===== src/inc/fps_pkg.sv =====
// package for the flyback pwm fault sequencer: states, timing counts, carriers
package fps_pkg;
  // oscillator-cycle counts for the cycle-counted timers
  localparam int unsigned STARTUP_CYCLES = 2048;
  localparam int unsigned HICCUP_CYCLES = 32768;
  localparam int unsigned OVERLOAD_CYCLES = 4096;
  localparam int unsigned LINE_UV_CYCLES = 4096;
  // printed times, for reference against the counts (ms)
  localparam real STARTUP_TIME_MS = 31.0;
  localparam real HICCUP_TIME_MS = 504.0;
  localparam real OVERLOAD_TIME_MS = 63.0;
  localparam real LINE_UV_TIME_MS = 63.0;
  // maximum duty in percent of the switching period
  localparam int unsigned MAX_DUTY_PCT = 77;
  localparam int unsigned TMR_W = 16;
  localparam int unsigned PER_W = 16;
  // soft-start limit steps: first half of startup uses step 1, then step 2
  localparam logic [1:0] LIMIT_STEP1 = 2'h1;
  localparam logic [1:0] LIMIT_STEP2 = 2'h2;
  localparam logic [1:0] LIMIT_FULL = 2'h3;

  typedef enum logic [4:0] {
    ST_OFF     = 5'h01,
    ST_RUN     = 5'h02,
    ST_BURST   = 5'h04,
    ST_HICCUP  = 5'h08,
    ST_LATCHED = 5'h10
  } fps_state_t;

  // comparator results, all asynchronous to mclk
  typedef struct packed {
    logic fb_below_burst_entry;
    logic fb_above_burst_exit;
    logic fb_above_overload;
    logic line_above_uv_rising;
    logic line_below_uv_falling;
    logic cs_at_command;
    logic cs_at_short_winding;
    logic supply_at_start;
    logic supply_below_hv_reenable;
    logic supply_below_lockout;
    logic supply_at_ovp_latch;
    logic osc_tick;
  } fps_sense_t;

  typedef struct packed {
    logic switch_on;
    logic hv_source_on;
    logic [1:0] current_limit_step;
    logic short_circuit_guard_en;
    logic latched_off;
    logic hiccup_active;
    logic burst_active;
  } fps_ctrl_t;
endpackage


===== src/verilog/fps_sequencer.sv =====
// flyback pwm fault sequencer: switching gate, startup, burst, brown-out, hiccup, latch-off
module fps_sequencer (
  input wire logic mclk,
  input wire logic resetn,
  input wire fps_pkg::fps_sense_t sense,
  output fps_pkg::fps_ctrl_t ctrl,
  output fps_pkg::fps_state_t state
);
  import fps_pkg::*;

  // two-flop synchronisers on all comparator inputs
  fps_sense_t sync1_q, sync2_q, sense_s;
  always_ff @(posedge mclk or negedge resetn) begin
    if (!resetn) begin
      sync1_q <= '0;
      sync2_q <= '0;
    end else begin
      sync1_q <= sense;
      sync2_q <= sync1_q;
    end
  end
  assign sense_s = sync2_q;

  // oscillator tick edge: one-cycle enable per switching period
  logic tick_prev_q;
  logic tick;
  always_ff @(posedge mclk or negedge resetn) begin
    if (!resetn) tick_prev_q <= 1'b0;
    else tick_prev_q <= sense_s.osc_tick;
  end
  assign tick = sense_s.osc_tick & ~tick_prev_q;

  function automatic logic expired(input logic [TMR_W-1:0] cnt, input int unsigned lim);
    expired = (cnt >= TMR_W'(lim - 1));
  endfunction

  // measured switching period in mclk cycles, used for the duty ceiling
  logic [PER_W-1:0] per_cnt_q, period_q, on_cnt_q;
  always_ff @(posedge mclk or negedge resetn) begin
    if (!resetn) begin
      per_cnt_q <= '0;
      period_q <= '1;
    end else if (tick) begin
      // a saturated count keeps the ceiling wide instead of wrapping to zero
      period_q <= (per_cnt_q == '1) ? per_cnt_q : per_cnt_q + PER_W'(1);
      per_cnt_q <= '0;
    end else if (per_cnt_q != '1) begin
      per_cnt_q <= per_cnt_q + PER_W'(1);
    end
  end
  logic [PER_W+6:0] duty_limit;
  assign duty_limit = 23'(({7'h00, period_q} * 23'(MAX_DUTY_PCT)) / 23'd100);

  fps_state_t state_q, state_d;
  logic [TMR_W-1:0] st_tmr_q, hic_tmr_q, ol_tmr_q, uv_tmr_q;
  logic startup_q, ol_run_q, uv_run_q, line_ok_q;
  logic latch_req, ol_trip, uv_trip;

  assign latch_req = sense_s.cs_at_short_winding | sense_s.supply_at_ovp_latch;
  assign ol_trip = ol_run_q & tick & expired(ol_tmr_q, OVERLOAD_CYCLES)
                   & sense_s.fb_above_overload;
  assign uv_trip = uv_run_q & tick & expired(uv_tmr_q, LINE_UV_CYCLES);

  // brown-in / brown-out qualifier
  always_ff @(posedge mclk or negedge resetn) begin
    if (!resetn) line_ok_q <= 1'b0;
    else if (sense_s.line_above_uv_rising) line_ok_q <= 1'b1;
    else if (uv_trip) line_ok_q <= 1'b0;
  end

  // line uv delay timer, armed while line sits below falling threshold
  always_ff @(posedge mclk or negedge resetn) begin
    if (!resetn) begin
      uv_run_q <= 1'b0;
      uv_tmr_q <= '0;
    end else if (!sense_s.line_below_uv_falling || !line_ok_q) begin
      uv_run_q <= 1'b0;
      uv_tmr_q <= '0;
    end else if (!uv_run_q) begin
      uv_run_q <= 1'b1;
    end else if (tick && !expired(uv_tmr_q, LINE_UV_CYCLES)) begin
      uv_tmr_q <= uv_tmr_q + TMR_W'(1);
    end
  end

  // overload fault timer; a dip below threshold restarts it
  always_ff @(posedge mclk or negedge resetn) begin
    if (!resetn) begin
      ol_run_q <= 1'b0;
      ol_tmr_q <= '0;
    end else if (state_q != ST_RUN && state_q != ST_BURST) begin
      ol_run_q <= 1'b0;
      ol_tmr_q <= '0;
    end else if (!ol_run_q) begin
      ol_run_q <= sense_s.fb_above_overload;
      ol_tmr_q <= '0;
    end else if (ol_trip || !sense_s.fb_above_overload) begin
      ol_run_q <= 1'b0;
      ol_tmr_q <= '0;
    end else if (tick) begin
      ol_tmr_q <= ol_tmr_q + TMR_W'(1);
    end
  end

  logic start_ok;
  assign start_ok = sense_s.supply_at_start & line_ok_q;

  // main sequencer
  always_comb begin
    state_d = state_q;
    unique case (state_q)
      ST_OFF: if (start_ok) state_d = ST_RUN;
      ST_RUN: begin
        if (uv_trip || sense_s.supply_below_lockout) state_d = ST_OFF;
        else if (ol_trip) state_d = ST_HICCUP;
        else if (sense_s.fb_below_burst_entry) state_d = ST_BURST;
      end
      ST_BURST: begin
        if (uv_trip || sense_s.supply_below_lockout) state_d = ST_OFF;
        else if (ol_trip) state_d = ST_HICCUP;
        else if (sense_s.fb_above_burst_exit) state_d = ST_RUN;
      end
      ST_HICCUP: if (tick && expired(hic_tmr_q, HICCUP_CYCLES)) state_d = ST_OFF;
      ST_LATCHED: if (sense_s.supply_below_lockout) state_d = ST_OFF;
      default: state_d = ST_OFF;
    endcase
    // a standing latch request keeps the latch, even when lockout is also seen
    if (latch_req) state_d = ST_LATCHED;
  end

  always_ff @(posedge mclk or negedge resetn) begin
    if (!resetn) state_q <= ST_OFF;
    else state_q <= state_d;
  end

  // hiccup timer
  always_ff @(posedge mclk or negedge resetn) begin
    if (!resetn) hic_tmr_q <= '0;
    else if (state_q != ST_HICCUP) hic_tmr_q <= '0;
    else if (tick && !expired(hic_tmr_q, HICCUP_CYCLES)) hic_tmr_q <= hic_tmr_q + TMR_W'(1);
  end

  // startup timer; its running window is also the short-circuit blanking
  always_ff @(posedge mclk or negedge resetn) begin
    if (!resetn) begin
      startup_q <= 1'b0;
      st_tmr_q <= '0;
    end else if (state_q == ST_OFF && state_d == ST_RUN) begin
      startup_q <= 1'b1;
      st_tmr_q <= '0;
    end else if (state_q == ST_OFF || state_q == ST_HICCUP || state_q == ST_LATCHED) begin
      startup_q <= 1'b0;
      st_tmr_q <= '0;
    end else if (startup_q && tick) begin
      if (expired(st_tmr_q, STARTUP_CYCLES)) startup_q <= 1'b0;
      else st_tmr_q <= st_tmr_q + TMR_W'(1);
    end
  end

  // hv charging source: off once switching, on again below re-enable level
  logic hv_on_q;
  always_ff @(posedge mclk or negedge resetn) begin
    if (!resetn) hv_on_q <= 1'b1;
    else if (state_q == ST_RUN || state_q == ST_BURST) begin
      if (sense_s.supply_below_hv_reenable) hv_on_q <= 1'b1;
      else if (state_q == ST_RUN) hv_on_q <= 1'b0;
    end else hv_on_q <= 1'b1;
  end

  // switching cycle: set on tick, reset on current sense, duty limit or fault
  logic sw_q;
  always_ff @(posedge mclk or negedge resetn) begin
    if (!resetn) begin
      sw_q <= 1'b0;
      on_cnt_q <= '0;
    end else if (state_d != ST_RUN || state_q != ST_RUN) begin
      sw_q <= 1'b0;
      on_cnt_q <= '0;
    end else if (tick) begin
      sw_q <= 1'b1;
      on_cnt_q <= '0;
    end else if (sw_q) begin
      on_cnt_q <= on_cnt_q + PER_W'(1);
      if (sense_s.cs_at_command) sw_q <= 1'b0;
      else if ({7'h00, on_cnt_q} + 23'd1 >= duty_limit) sw_q <= 1'b0;
    end
  end

  // limit step follows the startup timer halves
  logic [1:0] limit_step;
  always_comb begin
    if (!startup_q) limit_step = LIMIT_FULL;
    else if (st_tmr_q < TMR_W'(STARTUP_CYCLES / 2)) limit_step = LIMIT_STEP1;
    else limit_step = LIMIT_STEP2;
  end

  logic [1:0] limit_q;
  always_ff @(posedge mclk or negedge resetn) begin
    if (!resetn) limit_q <= LIMIT_STEP1;
    else limit_q <= limit_step;
  end

  // one process drives the whole carrier, so no field has two kinds of driver
  always_comb begin
    ctrl = '0;
    ctrl.switch_on = sw_q;
    ctrl.hv_source_on = hv_on_q;
    ctrl.current_limit_step = limit_q;
    ctrl.short_circuit_guard_en = ~startup_q;
    ctrl.latched_off = (state_q == ST_LATCHED);
    ctrl.hiccup_active = (state_q == ST_HICCUP);
    ctrl.burst_active = (state_q == ST_BURST);
  end
  assign state = state_q;

  // assertions: latch-off
  a_latch_wins: assert property (@(posedge mclk) disable iff (!resetn)
    latch_req |=> state_q == ST_LATCHED)
    else $error("latch request not honoured");
  a_latch_hold: assert property (@(posedge mclk) disable iff (!resetn)
    state_q == ST_LATCHED && !sense_s.supply_below_lockout |=> state_q == ST_LATCHED)
    else $error("latch released early");
  a_lock_release: assert property (@(posedge mclk) disable iff (!resetn)
    state_q == ST_LATCHED && sense_s.supply_below_lockout && !latch_req |=> state_q == ST_OFF)
    else $error("latch not released at lockout");
  a_switch_off_latch: assert property (@(posedge mclk) disable iff (!resetn)
    latch_req |=> !sw_q)
    else $error("switch on after short winding");
  a_latched_quiet: assert property (@(posedge mclk) disable iff (!resetn)
    state_q == ST_LATCHED |-> !sw_q)
    else $error("switching while latched");

  // assertions: switching cycle
  a_cs_turnoff: assert property (@(posedge mclk) disable iff (!resetn)
    sw_q && sense_s.cs_at_command && !tick |=> !sw_q)
    else $error("switch ignored current sense");
  a_tick_turnon: assert property (@(posedge mclk) disable iff (!resetn)
    state_q == ST_RUN && state_d == ST_RUN && tick |=> sw_q)
    else $error("no turn-on at tick");
  a_duty_limit: assert property (@(posedge mclk) disable iff (!resetn)
    sw_q |-> {7'h00, on_cnt_q} < duty_limit)
    else $error("duty ceiling exceeded");
  a_off_quiet: assert property (@(posedge mclk) disable iff (!resetn)
    state_q == ST_OFF |-> !sw_q)
    else $error("switching while off");

  // assertions: burst
  a_burst_quiet: assert property (@(posedge mclk) disable iff (!resetn)
    state_q == ST_BURST |-> !sw_q)
    else $error("switching in burst");
  a_burst_entry: assert property (@(posedge mclk) disable iff (!resetn)
    state_q == ST_RUN && sense_s.fb_below_burst_entry && !latch_req && !uv_trip && !ol_trip
    && !sense_s.supply_below_lockout |=> state_q == ST_BURST)
    else $error("burst not entered");
  a_burst_exit: assert property (@(posedge mclk) disable iff (!resetn)
    state_q == ST_BURST && sense_s.fb_above_burst_exit && !latch_req && !uv_trip && !ol_trip
    && !sense_s.supply_below_lockout |=> state_q == ST_RUN)
    else $error("burst not left");

  // assertions: start-up and hv source
  a_start_run: assert property (@(posedge mclk) disable iff (!resetn)
    state_q == ST_OFF && start_ok && !latch_req |=> state_q == ST_RUN && startup_q)
    else $error("start not taken");
  a_hv_off_run: assert property (@(posedge mclk) disable iff (!resetn)
    state_q == ST_RUN && !sense_s.supply_below_hv_reenable |=> !ctrl.hv_source_on)
    else $error("hv source left on");
  a_hv_reenable: assert property (@(posedge mclk) disable iff (!resetn)
    (state_q == ST_RUN || state_q == ST_BURST) && sense_s.supply_below_hv_reenable
    |=> ctrl.hv_source_on)
    else $error("hv source not re-enabled");
  a_hv_idle: assert property (@(posedge mclk) disable iff (!resetn)
    state_q == ST_OFF || state_q == ST_HICCUP || state_q == ST_LATCHED |=> ctrl.hv_source_on)
    else $error("hv source off while idle");
  a_limit_first: assert property (@(posedge mclk) disable iff (!resetn)
    startup_q && st_tmr_q < TMR_W'(STARTUP_CYCLES / 2) |=> ctrl.current_limit_step == LIMIT_STEP1)
    else $error("first limit step missing");
  a_limit_full: assert property (@(posedge mclk) disable iff (!resetn)
    !startup_q |=> ctrl.current_limit_step == LIMIT_FULL)
    else $error("limit not full after startup");
  a_blank_startup: assert property (@(posedge mclk) disable iff (!resetn)
    $rose(startup_q) |-> !ctrl.short_circuit_guard_en && st_tmr_q == '0)
    else $error("guard not blanked");
  a_startup_len: assert property (@(posedge mclk) disable iff (!resetn)
    startup_q && (state_q == ST_RUN || state_q == ST_BURST)
    && !expired(st_tmr_q, STARTUP_CYCLES) |=> startup_q)
    else $error("startup ended early");

  // assertions: line undervoltage
  a_no_low_start: assert property (@(posedge mclk) disable iff (!resetn)
    state_q == ST_OFF && !line_ok_q |=> state_q != ST_RUN)
    else $error("started on low line");
  a_line_ok_set: assert property (@(posedge mclk) disable iff (!resetn)
    sense_s.line_above_uv_rising |=> line_ok_q)
    else $error("brown-in not remembered");
  a_uv_stop: assert property (@(posedge mclk) disable iff (!resetn)
    (state_q == ST_RUN || state_q == ST_BURST) && uv_trip && !latch_req |=> state_q == ST_OFF)
    else $error("brown-out did not stop");
  a_uv_count: assert property (@(posedge mclk) disable iff (!resetn)
    uv_trip |-> uv_tmr_q == TMR_W'(LINE_UV_CYCLES - 1))
    else $error("line uv delay length wrong");

  // assertions: overload and hiccup
  a_ol_start: assert property (@(posedge mclk) disable iff (!resetn)
    (state_q == ST_RUN || state_q == ST_BURST) && !ol_run_q && sense_s.fb_above_overload
    |=> ol_run_q)
    else $error("overload timer not started");
  a_ol_restart: assert property (@(posedge mclk) disable iff (!resetn)
    (state_q == ST_RUN || state_q == ST_BURST) && ol_run_q && !sense_s.fb_above_overload
    |=> !ol_run_q && ol_tmr_q == '0)
    else $error("overload timer kept running");
  a_ol_trip: assert property (@(posedge mclk) disable iff (!resetn)
    (state_q == ST_RUN || state_q == ST_BURST) && ol_trip && !latch_req && !uv_trip
    && !sense_s.supply_below_lockout |=> state_q == ST_HICCUP)
    else $error("overload did not stop switching");
  a_hiccup_quiet: assert property (@(posedge mclk) disable iff (!resetn)
    state_q == ST_HICCUP |-> !sw_q && !ol_run_q)
    else $error("switching in hiccup");
  a_hiccup_len: assert property (@(posedge mclk) disable iff (!resetn)
    state_q == ST_HICCUP && !latch_req && !expired(hic_tmr_q, HICCUP_CYCLES)
    |=> state_q == ST_HICCUP)
    else $error("hiccup ended early");
  a_hiccup_restart: assert property (@(posedge mclk) disable iff (!resetn)
    state_q == ST_HICCUP && tick && expired(hic_tmr_q, HICCUP_CYCLES) && !latch_req
    |=> state_q == ST_OFF)
    else $error("no restart after hiccup");

  c_burst: cover property (@(posedge mclk) disable iff (!resetn)
    state_q == ST_BURST ##1 state_q == ST_RUN);
  c_hiccup: cover property (@(posedge mclk) disable iff (!resetn) state_q == ST_HICCUP);
  c_latch: cover property (@(posedge mclk) disable iff (!resetn) $rose(ctrl.latched_off));
  c_uv_stop: cover property (@(posedge mclk) disable iff (!resetn) uv_trip);
  c_restart: cover property (@(posedge mclk) disable iff (!resetn)
    state_q == ST_HICCUP ##1 state_q == ST_OFF);
endmodule // fps_sequencer


===== config.mk =====
export PLATFORM = sky130hd
export DESIGN_NAME = fps_sequencer
export DESIGN_NICKNAME = d
export VERILOG_FILES = /design/src/inc/fps_pkg.sv /design/src/verilog/fps_sequencer.sv
export SDC_FILE = /design/constraint.sdc
export NUM_CORES = 1
export LEC_CHECK = 0
export ABC_AREA = 1
export BUFFER_PORTS_ARGS = -buffer_cell sky130_fd_sc_hd__buf_2
export CAP_MARGIN = 20
export CORE_MARGIN = 2
export CORE_UTILIZATION = 50
export CTS_CLUSTER_SIZE = 16
export DETAILED_ROUTE_END_ITERATION = 10
export GPL_ROUTABILITY_DRIVEN = 0
export HOLD_SLACK_MARGIN = 0.06
export PLACE_DENSITY = 0.66
export SYNTH_ARGS = -nofsm -noshare
export SYNTH_HDL_FRONTEND = slang
export SYNTH_SLANG_ARGS = --single-unit

===== constraint.sdc =====
create_clock -name mclk -period 15.8 [get_ports mclk]
set_clock_uncertainty 0.05 [all_clocks]
set_input_delay 0 -clock mclk [delete_from_list [all_inputs] [get_ports mclk]]
set_output_delay 0 -clock mclk [all_outputs]
set_load 0.01 [all_outputs]

==> results of run 1 <==
==> path summary, 6_finish.rpt <==
check	slack, ns	end	start	cells past startpoint
max	3.21	sw_q	period_q[10]	91
min	0.16	sync1_q[11]	sense[11]	2
max reg2reg	3.21	sw_q	period_q[10]	91
min reg2reg	0.30	sense_s[3]	sync1_q[3]	0
max in group asynchronous	14.34	on_cnt_q[3]	resetn	3
min in group asynchronous	0.20	uv_tmr_q[7]	resetn	2
==> state kept, by name, indices dropped and copies added, names as in the netlist, 2 cells and up <==
name / cells
hic_tmr_q: 16
limit_q: 2
ol_tmr_q: 16
on_cnt_q: 16
per_cnt_q: 16
period_q: 16
sense_s: 12
st_tmr_q: 16
state: 5
sync1_q: 12
uv_tmr_q: 16
==> logic make-up after synthesis <==
family | after synthesis | synth area share [%]
simple gates | 764 | 31.82
compound gates | 201 | 10.22
fa+ha+maj | 107 | 12.83
buf+inv | 298 | 9.541
flops | 150 | 31.90
xor+xnor | 50 | 3.698
==> layout make-up <==
class | instances | area (µm²)
Fill cell | 2187 | 10260
Multi-Input combinational cell | 1122 | 6948
Sequential cell | 150 | 3777
Inverter | 280 | 1055
Clock buffer | 18 | 429.2
Tap cell | 319 | 399.1
Timing Repair Buffer | 42 | 289.0
Clock inverter | 14 | 178.9
==> synthesized netlist by cell type (all sizes together) (2+ instances only) <==
master    n  share of area, %
a21o      5              0.36
nand3   115               5.2
buf       2              0.13
ha       83               8.8
o21ai    59               2.5
nand4    35               2.6
o221a     2              0.19
a21oi    71               3.1
a211oi   11              0.70
clkinv    5              0.17
dfstp    19               4.2
a31oi    14              0.74
a31o      3              0.22
nand2   413                16
nand3b    3              0.19
fa       24               4.1
or2       3              0.16
o31ai     2              0.13
xnor2    14               1.0
nor2    146               5.3
o41ai     3              0.22
o21bai    4              0.25
o21a      3              0.19
clkbuf   16              0.51
o211ai    5              0.36
dfrtp   131                28
nor4      8              0.42
nor3b     7              0.44
and3      4              0.21
o22ai     9              0.48
inv     275               8.7
nor3     28               1.2
xor2     36               2.7
==> per-stage QoR <==
stage	worst slack, ns	utilization [%]
finish	3.215	56.04
global route	1.836	56.04
CTS	3.274	56.04
detailed placement	3.308	52.88
global placement	3.635	52.88
floorplan	4.777	-
==> worst reg2reg max path, delay by kind of cell (launching register included) <==
kind,cells,cell delay (ns)
compound gates,10,1.35
fa+ha+maj,6,2.15
simple gates,73,8.18
flops,1,0.62
buf+inv,2,0.10
==> cell usage in the layout, fill, tap and decap left out, types with 7 or more instances in the layout <==
master / Yosys / final
a21oi_1: 67 / 67
dfstp_2: 19 / 19
o22ai_1: 9 / 9
inv_1: 255 / 255
xnor2_1: 14 / 14
fa_1: 24 / 24
nor4_1: 8 / 7
nand4_1: 23 / 23
dfrtp_1: 131 / 131
nand3_1: 108 / 108
nor2_1: 128 / 127
xor2_1: 36 / 36
nand2_1: 313 / 313
nand2_2: 84 / 84
o21ai_0: 54 / 54
a211oi_1: 11 / 11
a31oi_1: 14 / 14
dlygate4sd3_1: 0 / 13
ha_1: 83 / 83
clkbuf_16: 0 / 17
nor3b_1: 7 / 7
nor2_4: 8 / 9
nand2_4: 16 / 16
inv_2: 19 / 19
nor3_1: 28 / 28
nor2_2: 10 / 10
buf_2: 0 / 25
nand4_2: 10 / 10
==> what timing repair did <==
item                                   4_1_cts  5_1_grt
endpoints found under the hold margin      101        0
buffers inserted                             0        0
hold buffers                                13        0
==> metal layers <==
metal	GRT usage [%]	share of wire, %	vias up
met1	27.81	48	4562
met3	2.765	2.2	19
li1	-	-	5170
met2	36.87	49	133
met4	4.805	0.85	0
met5	0	0	-
==> run summary, run 1 <==
total CTS buffers = 17
first-pass GRT wire length = 42,920 µm
Syn. warnings = 0
synthesized net count = 1,691
overflow left after global routing = 0
Core Rows = 56
setup_tns = 0 ns
Top delay family on crit path = simple AND/OR/NAND/NOR gates
diode count = 0
Mean Syn Cell Area = 7.542 µm²
final instance area = 13,080 µm²
Max Fclk = 79.46 MHz
post-DP HPWL = 18,670 µm
TritonCTS clock tree = done
Period minus WS final = 12.59 ns
Crit-path slowest cell = dfstp_2
CTS sink cnt = 150
Largest stage delay, worst path = 0.62 ns
CP most frequent cell = nand2_2
number of enable flip-flop cells after synthesis = 0
Port Buffers = 26
pins over their slew limit = 0
Worst Max-Slew Pin Slew = 0.9439 ns
die height = 157.9 µm
share of layout cells above drive strength 1 = 15.74%
Tightest Hold Check Type = input port to register
starting density of the core = 50.75%
die area = 24,930 µm²
largest fanout on the critical path = 7
max-cap violations = 0
post-cts sizing count = 0
CTS Buffer Depth = 2
Worst Path Required = 16.02 ns
Placed Instances = 1,900
final hold vios = 0
crit path kind = register to register
vias per inst = 5.082
vias in the first global route = 9,475
Post-synth top flop = dfrtp_1
Hold Slack = 0.1566 ns
Max transition margin = 37.08%
RSZ-0062 raised after global routing = false
DR pass1 iterations = 5
Root Buffer = clkbuf_16
Iteration-0 DRC Markers = 439
GR Util All Layers = 21.08%
Die W = 157.9 µm
Post-synth ARST share = 100.0%
WP buf/inv = 2
DRC viols = 0
Cell Count, Final, Fillers Out = 1,945
Post-DP Area = 12,340 µm²
Routed Antenna Nets = 0
via count = 9,884
Final nets = 1,734
Setup-failing EPs final = 0
crit share post-route = 79.66%
Syn Inst Count = 1,570
status = finished clean
sequential cell area fraction in the yosys report = 31.90%
final WL = 24,360 µm
synthesized area = 11,840 µm²
Netlist cell types = 60
io pins = 27
Critical Path Start Type = register
detailed-route wire length per cell = 12.53 µm
largest net degree at the start of global routing = 109
Area Overhead vs Synth = 10.43%
CTS clk-pin slew, worst paths = 0.07 ns
core area = 23,330 µm²
flops & latches, synth = 150
H-tree Lvls = 4
CP Capture Type = register
initial antenna violation count = 0
Worst Path Arrival = 12.81 ns
Worst-Skew Late Latency = 0.44 ns
Power of run 1 is not shown: default switching activity piles up to over one toggle a cycle in this logic, so the estimate is an artifact.
==> run 2: changes to the inputs <==
Clock period 15.8 ns to 13.02 ns, I/O delays scaled along.
==> run 2 against run 1 <==
Non-clock buffer count increased by 22. Cell area increased by 3.8%. Utilization increased by 2.1 points. Wire length increased by 2.9%. Critical path type unchanged. Largest cell class unchanged. Register-to-register slack got worse by 2.3 ns. Sequential cell count unchanged. Critical path depth increased by 15. Setup slack got worse by 2.3 ns.
==> run summary, run 2 (synthesis gave the netlist of run 1 again) <==
diode count = 0
Max Fclk = 82.61 MHz
vias per inst = 5.123
detailed-route wire length per cell = 12.74 µm
Placed Instances = 1,900
core area = 23,330 µm²
initial antenna violation count = 0
CTS sink cnt = 150
final core utilization = 58.16%
vias in the first global route = 9,418
Largest stage delay, worst path = 0.60 ns
commonest non-fill, non-tap cell in the layout = nand2_1
crit path kind = register to register
Root Buffer = clkbuf_16
commonest non-fill, non-tap cells in the layout = 303 x nand2_1, 254 x inv_1, 131 x dfrtp_1, 124 x nor2_1, 103 x nand3_1
Worst Path Required = 13.24 ns
die area = 24,930 µm²
Routed Antenna Nets = 0
final WL = 25,060 µm
filler cell count = 2,102
final hold vios = 0
Tightest Hold Check Type = input port to register
DRC viols = 0
overflow left after global routing = 0
Worst-Skew Late Latency = 0.43 ns
Port Buffers = 26
Hold Path Depth = 2
Core Rows = 56
Setup-failing EPs final = 0
TritonCTS clock tree = done
Crit-path slowest cell = fa_1
Die W = 157.9 µm
pins over their slew limit = 0
largest net degree at the start of global routing = 109
CP Capture Type = register
crit share post-route = 92.97%
CTS clk-pin slew, worst paths = 0.07 ns
Period minus WS final = 12.10 ns
CTS Buffer Depth = 2
starting density of the core = 50.75%
first-pass GRT wire length = 42,350 µm
die height = 157.9 µm
total CTS buffers = 17
Iteration-0 DRC Markers = 427
setup_tns = 0 ns
max-cap violations = 0
post-DP HPWL = 18,660 µm
io pins = 27
Critical Path Start Type = register
Worst Path Arrival = 12.32 ns
H-tree Lvls = 4
Max transition margin = 36.15%
Cell Count, Final, Fillers Out = 1,967
Storage cell area = 3777 µm²
Area Overhead vs Synth = 14.59%
status = finished clean
CP most frequent cell = nand2_2
Worst Max-Slew Pin Slew = 0.9577 ns
DR pass1 iterations = 5
largest fanout on the critical path = 6
share of layout cells above drive strength 1 = 18.81%
Final nets = 1,756
GR Util All Layers = 20.72%
via count = 10,076
Multi-input gate area = 7276 µm²
Reg2Reg Depth = 106
[run 2: repair_timing]
action	CTS	global route
endpoints found under the setup margin	0	1
setup buffers	0	22
hold buffers	13	0
hold endpoints to repair	101	0
resized for setup	0	64
[run 2: final cells by class]
class	instances	share of cell area, %
Clock buffer	17	3.135
Clock inverter	15	1.346
Inverter	280	7.773
Multi-Input combinational cell	1122	53.62
Sequential cell	150	27.84
Tap cell	319	2.941
Timing Repair Buffer	64	3.347
[run 2: final timing paths]
check                              endpoint    startpoint  slack, ns
worst max-delay path                   sw_q  period_q[10]       0.92
worst min-delay path             sync1_q[1]      sense[1]       0.16
worst max register to register         sw_q  period_q[10]       0.92
worst min register to register   sense_s[7]    sync1_q[7]       0.30
max in group asynchronous       on_cnt_q[5]        resetn      11.52
min in group asynchronous       uv_tmr_q[6]        resetn       0.18
[run 2: per-layer routing]
layer  vias up  global-route usage [%]  part of all wire [%]
met5         -                       0                     0
met4         0                   4.719                   1.4
met3        27                   2.874                   1.7
met2       101                   36.40                    49
met1      4730                   27.10                    47
li1       5218                       -                     -
[run 2: critical path: cells and delay by family, from the launching register on]
kind | cells | cell delay (ns)
compound gates | 9 | 1.08
fa+ha+maj | 6 | 2.15
buf+inv | 7 | 0.66
flops | 1 | 0.58
simple gates | 84 | 7.38
[run 2: metrics by stage]
step | cell area [µm²] | setup WS (ns) | hold slack, ns
after CTS | 13080 | 0.4767 | 0.1400
after detailed placement | 12340 | 0.5162 | 0.05932
final | 13570 | 0.9156 | 0.1634
after floorplan | 11840 | 1.997 | -0.3456
after global routing | 13570 | -0.1824 | 0.1413
after global placement | 12340 | 0.8551 | 0.05759
Power of run 2 is left out for the same reason.
==> run 3: changes to the inputs <==
Settings changed: CORE_MARGIN 2 to not set.
==> run 3 against run 2 <==
Largest cell class unchanged. Via count decreased by 1.1%. Sequential share of layout area decreased by 0.14 points. Wire length decreased by 0.22%. Non-clock buffer count increased by 3. Critical path depth decreased by 6. Register-to-register slack improved by 0.12 ns. Global-route usage increased by 0.81 points. Final cell count decreased by 0.15%.
==> run summary, run 3 (synthesis gave the netlist of run 1 again) <==
status = finished clean
Core Rows = 55
CTS clk-pin slew, worst paths = 0.07 ns
Routed Antenna Nets = 0
via count = 9,967
Iteration-0 DRC Markers = 478
Max transition margin = 38.82%
first-pass GRT wire length = 43,040 µm
crit share post-route = 92.07%
Worst-Skew Late Latency = 0.43 ns
vias per inst = 5.075
final WL = 25,010 µm
Final nets = 1,759
Critical Path Start Type = register
Largest stage delay, worst path = 0.58 ns
commonest non-fill, non-tap cell in the layout = nand2_1
largest net degree at the start of global routing = 99
CP most frequent cell = nand2_4
commonest non-fill, non-tap cells in the layout = 307 x nand2_1, 253 x inv_1, 131 x dfrtp_1, 125 x nor2_1, 98 x nand3_1
met2 Track Usage GR = 36.65%
final hold vios = 0
crit path kind = register to register
Max Fclk = 83.42 MHz
H-tree Lvls = 4
DR pass1 iterations = 4
overflow left after global routing = 0
Crit-path slowest cell = dfstp_2
core area = 22,920 µm²
Area Overhead vs Synth = 15.16%
CTS Buffer Depth = 2
initial antenna violation count = 0
met3 Use GR = 3.306%
GR Util met1 = 28.76%
filler cell count = 2,101
Worst Path Arrival = 12.22 ns
die area = 24,300 µm²
max-cap violations = 0
final core utilization = 59.51%
Worst Path Required = 13.25 ns
Period minus WS final = 11.99 ns
DRC viols = 0
io pins = 27
CTS sink cnt = 150
diode count = 0
Port Buffers = 26
Worst Max-Slew Pin Slew = 0.9112 ns
share of layout cells above drive strength 1 = 18.90%
starting density of the core = 51.67%
Root Buffer = clkbuf_16
pins over their slew limit = 0
Setup-failing EPs final = 0
vias in the first global route = 9,504
detailed-route wire length per cell = 12.73 µm
largest fanout on the critical path = 6
TritonCTS clock tree = done
die height = 155.9 µm
GR Util All Layers = 21.53%
Die W = 155.9 µm
post-DP HPWL = 18,570 µm
total CTS buffers = 17
CP Capture Type = register
Top Usage Layer GRT = met2
Tightest Hold Check Type = input port to register
## run 3: changes by cell type in the layout (fill, tap and decap cells not counted), moves of 3 or more
cell	delta
nand2_2	-6
buf_4	+3
nand3_1	-5
nand2_1	+4
nand3_2	+4
## run 3: cell type report
cell class	instances	area [µm²]	area share, %
Clock inverter	15	210.2	1.541
Clock buffer	17	425.4	3.120
Sequential cell	150	3777	27.70
Multi-Input combinational cell	1122	7301	53.54
Inverter	280	1055	7.735
Tap cell	313	391.6	2.872
Timing Repair Buffer	67	476.7	3.496
## run 3: worst paths after layout
| check | from | to | slack (ns) | depth (start not counted) |
|---|---|---|---|---|
| setup / recovery | period_q[6] | sw_q | 1.03 | 100 |
| hold / removal | sense[11] | sync1_q[11] | 0.16 | 2 |
| setup reg to reg | period_q[6] | sw_q | 1.03 | 100 |
| hold reg to reg | sync1_q[10] | sense_s[10] | 0.30 | 0 |
| max in group asynchronous | resetn | sw_q | 11.50 | 3 |
| min in group asynchronous | resetn | uv_tmr_q[7] | 0.19 | 2 |
## run 3: critical path: cells and delay by family, from the launching register on
| kind | cells | cell delay [ns] |
|---|---|---|
| AND/OR/NAND/NOR | 83 | 7.79 |
| buffers and inverters | 2 | 0.20 |
| adder cells (fa/ha/maj) | 6 | 2.12 |
| flip-flops | 1 | 0.58 |
| AO/OA/AOI/OAI | 9 | 1.05 |
## run 3: stage by stage
step	TNS (ns)	cells	cell area, µm²	worst slack [ns]	hold WS [ns]
after floorplan	0	1570	11840	1.997	-0.3456
after global placement	0	1894	12330	0.9232	0.05828
after detailed placement	0	1894	12330	0.5327	0.05933
after CTS	0	1939	13100	0.5090	0.1392
after global routing	-0.07858	1964	13640	-0.07858	0.1402
final	0	1964	13640	1.032	0.1642
## run 3: per-layer routing
layer  up-vias  part of all wire [%]  wire length, µm
li1       5223                     -                -
met1      4587                    48            12070
met2       125                    48            11910
met3        32                   2.6              642
met4         0                   1.5              384
met5         -                     0                0
## run 3: timing repair
| action | CTS | global route |
|---|---|---|
| hold buffers | 13 | 0 |
| setup endpoints to repair | 0 | 1 |
| endpoints found under the hold margin | 91 | 0 |
| gates resized for setup | 0 | 68 |
| setup buffers | 0 | 25 |
Power of run 3 is left out for the same reason.
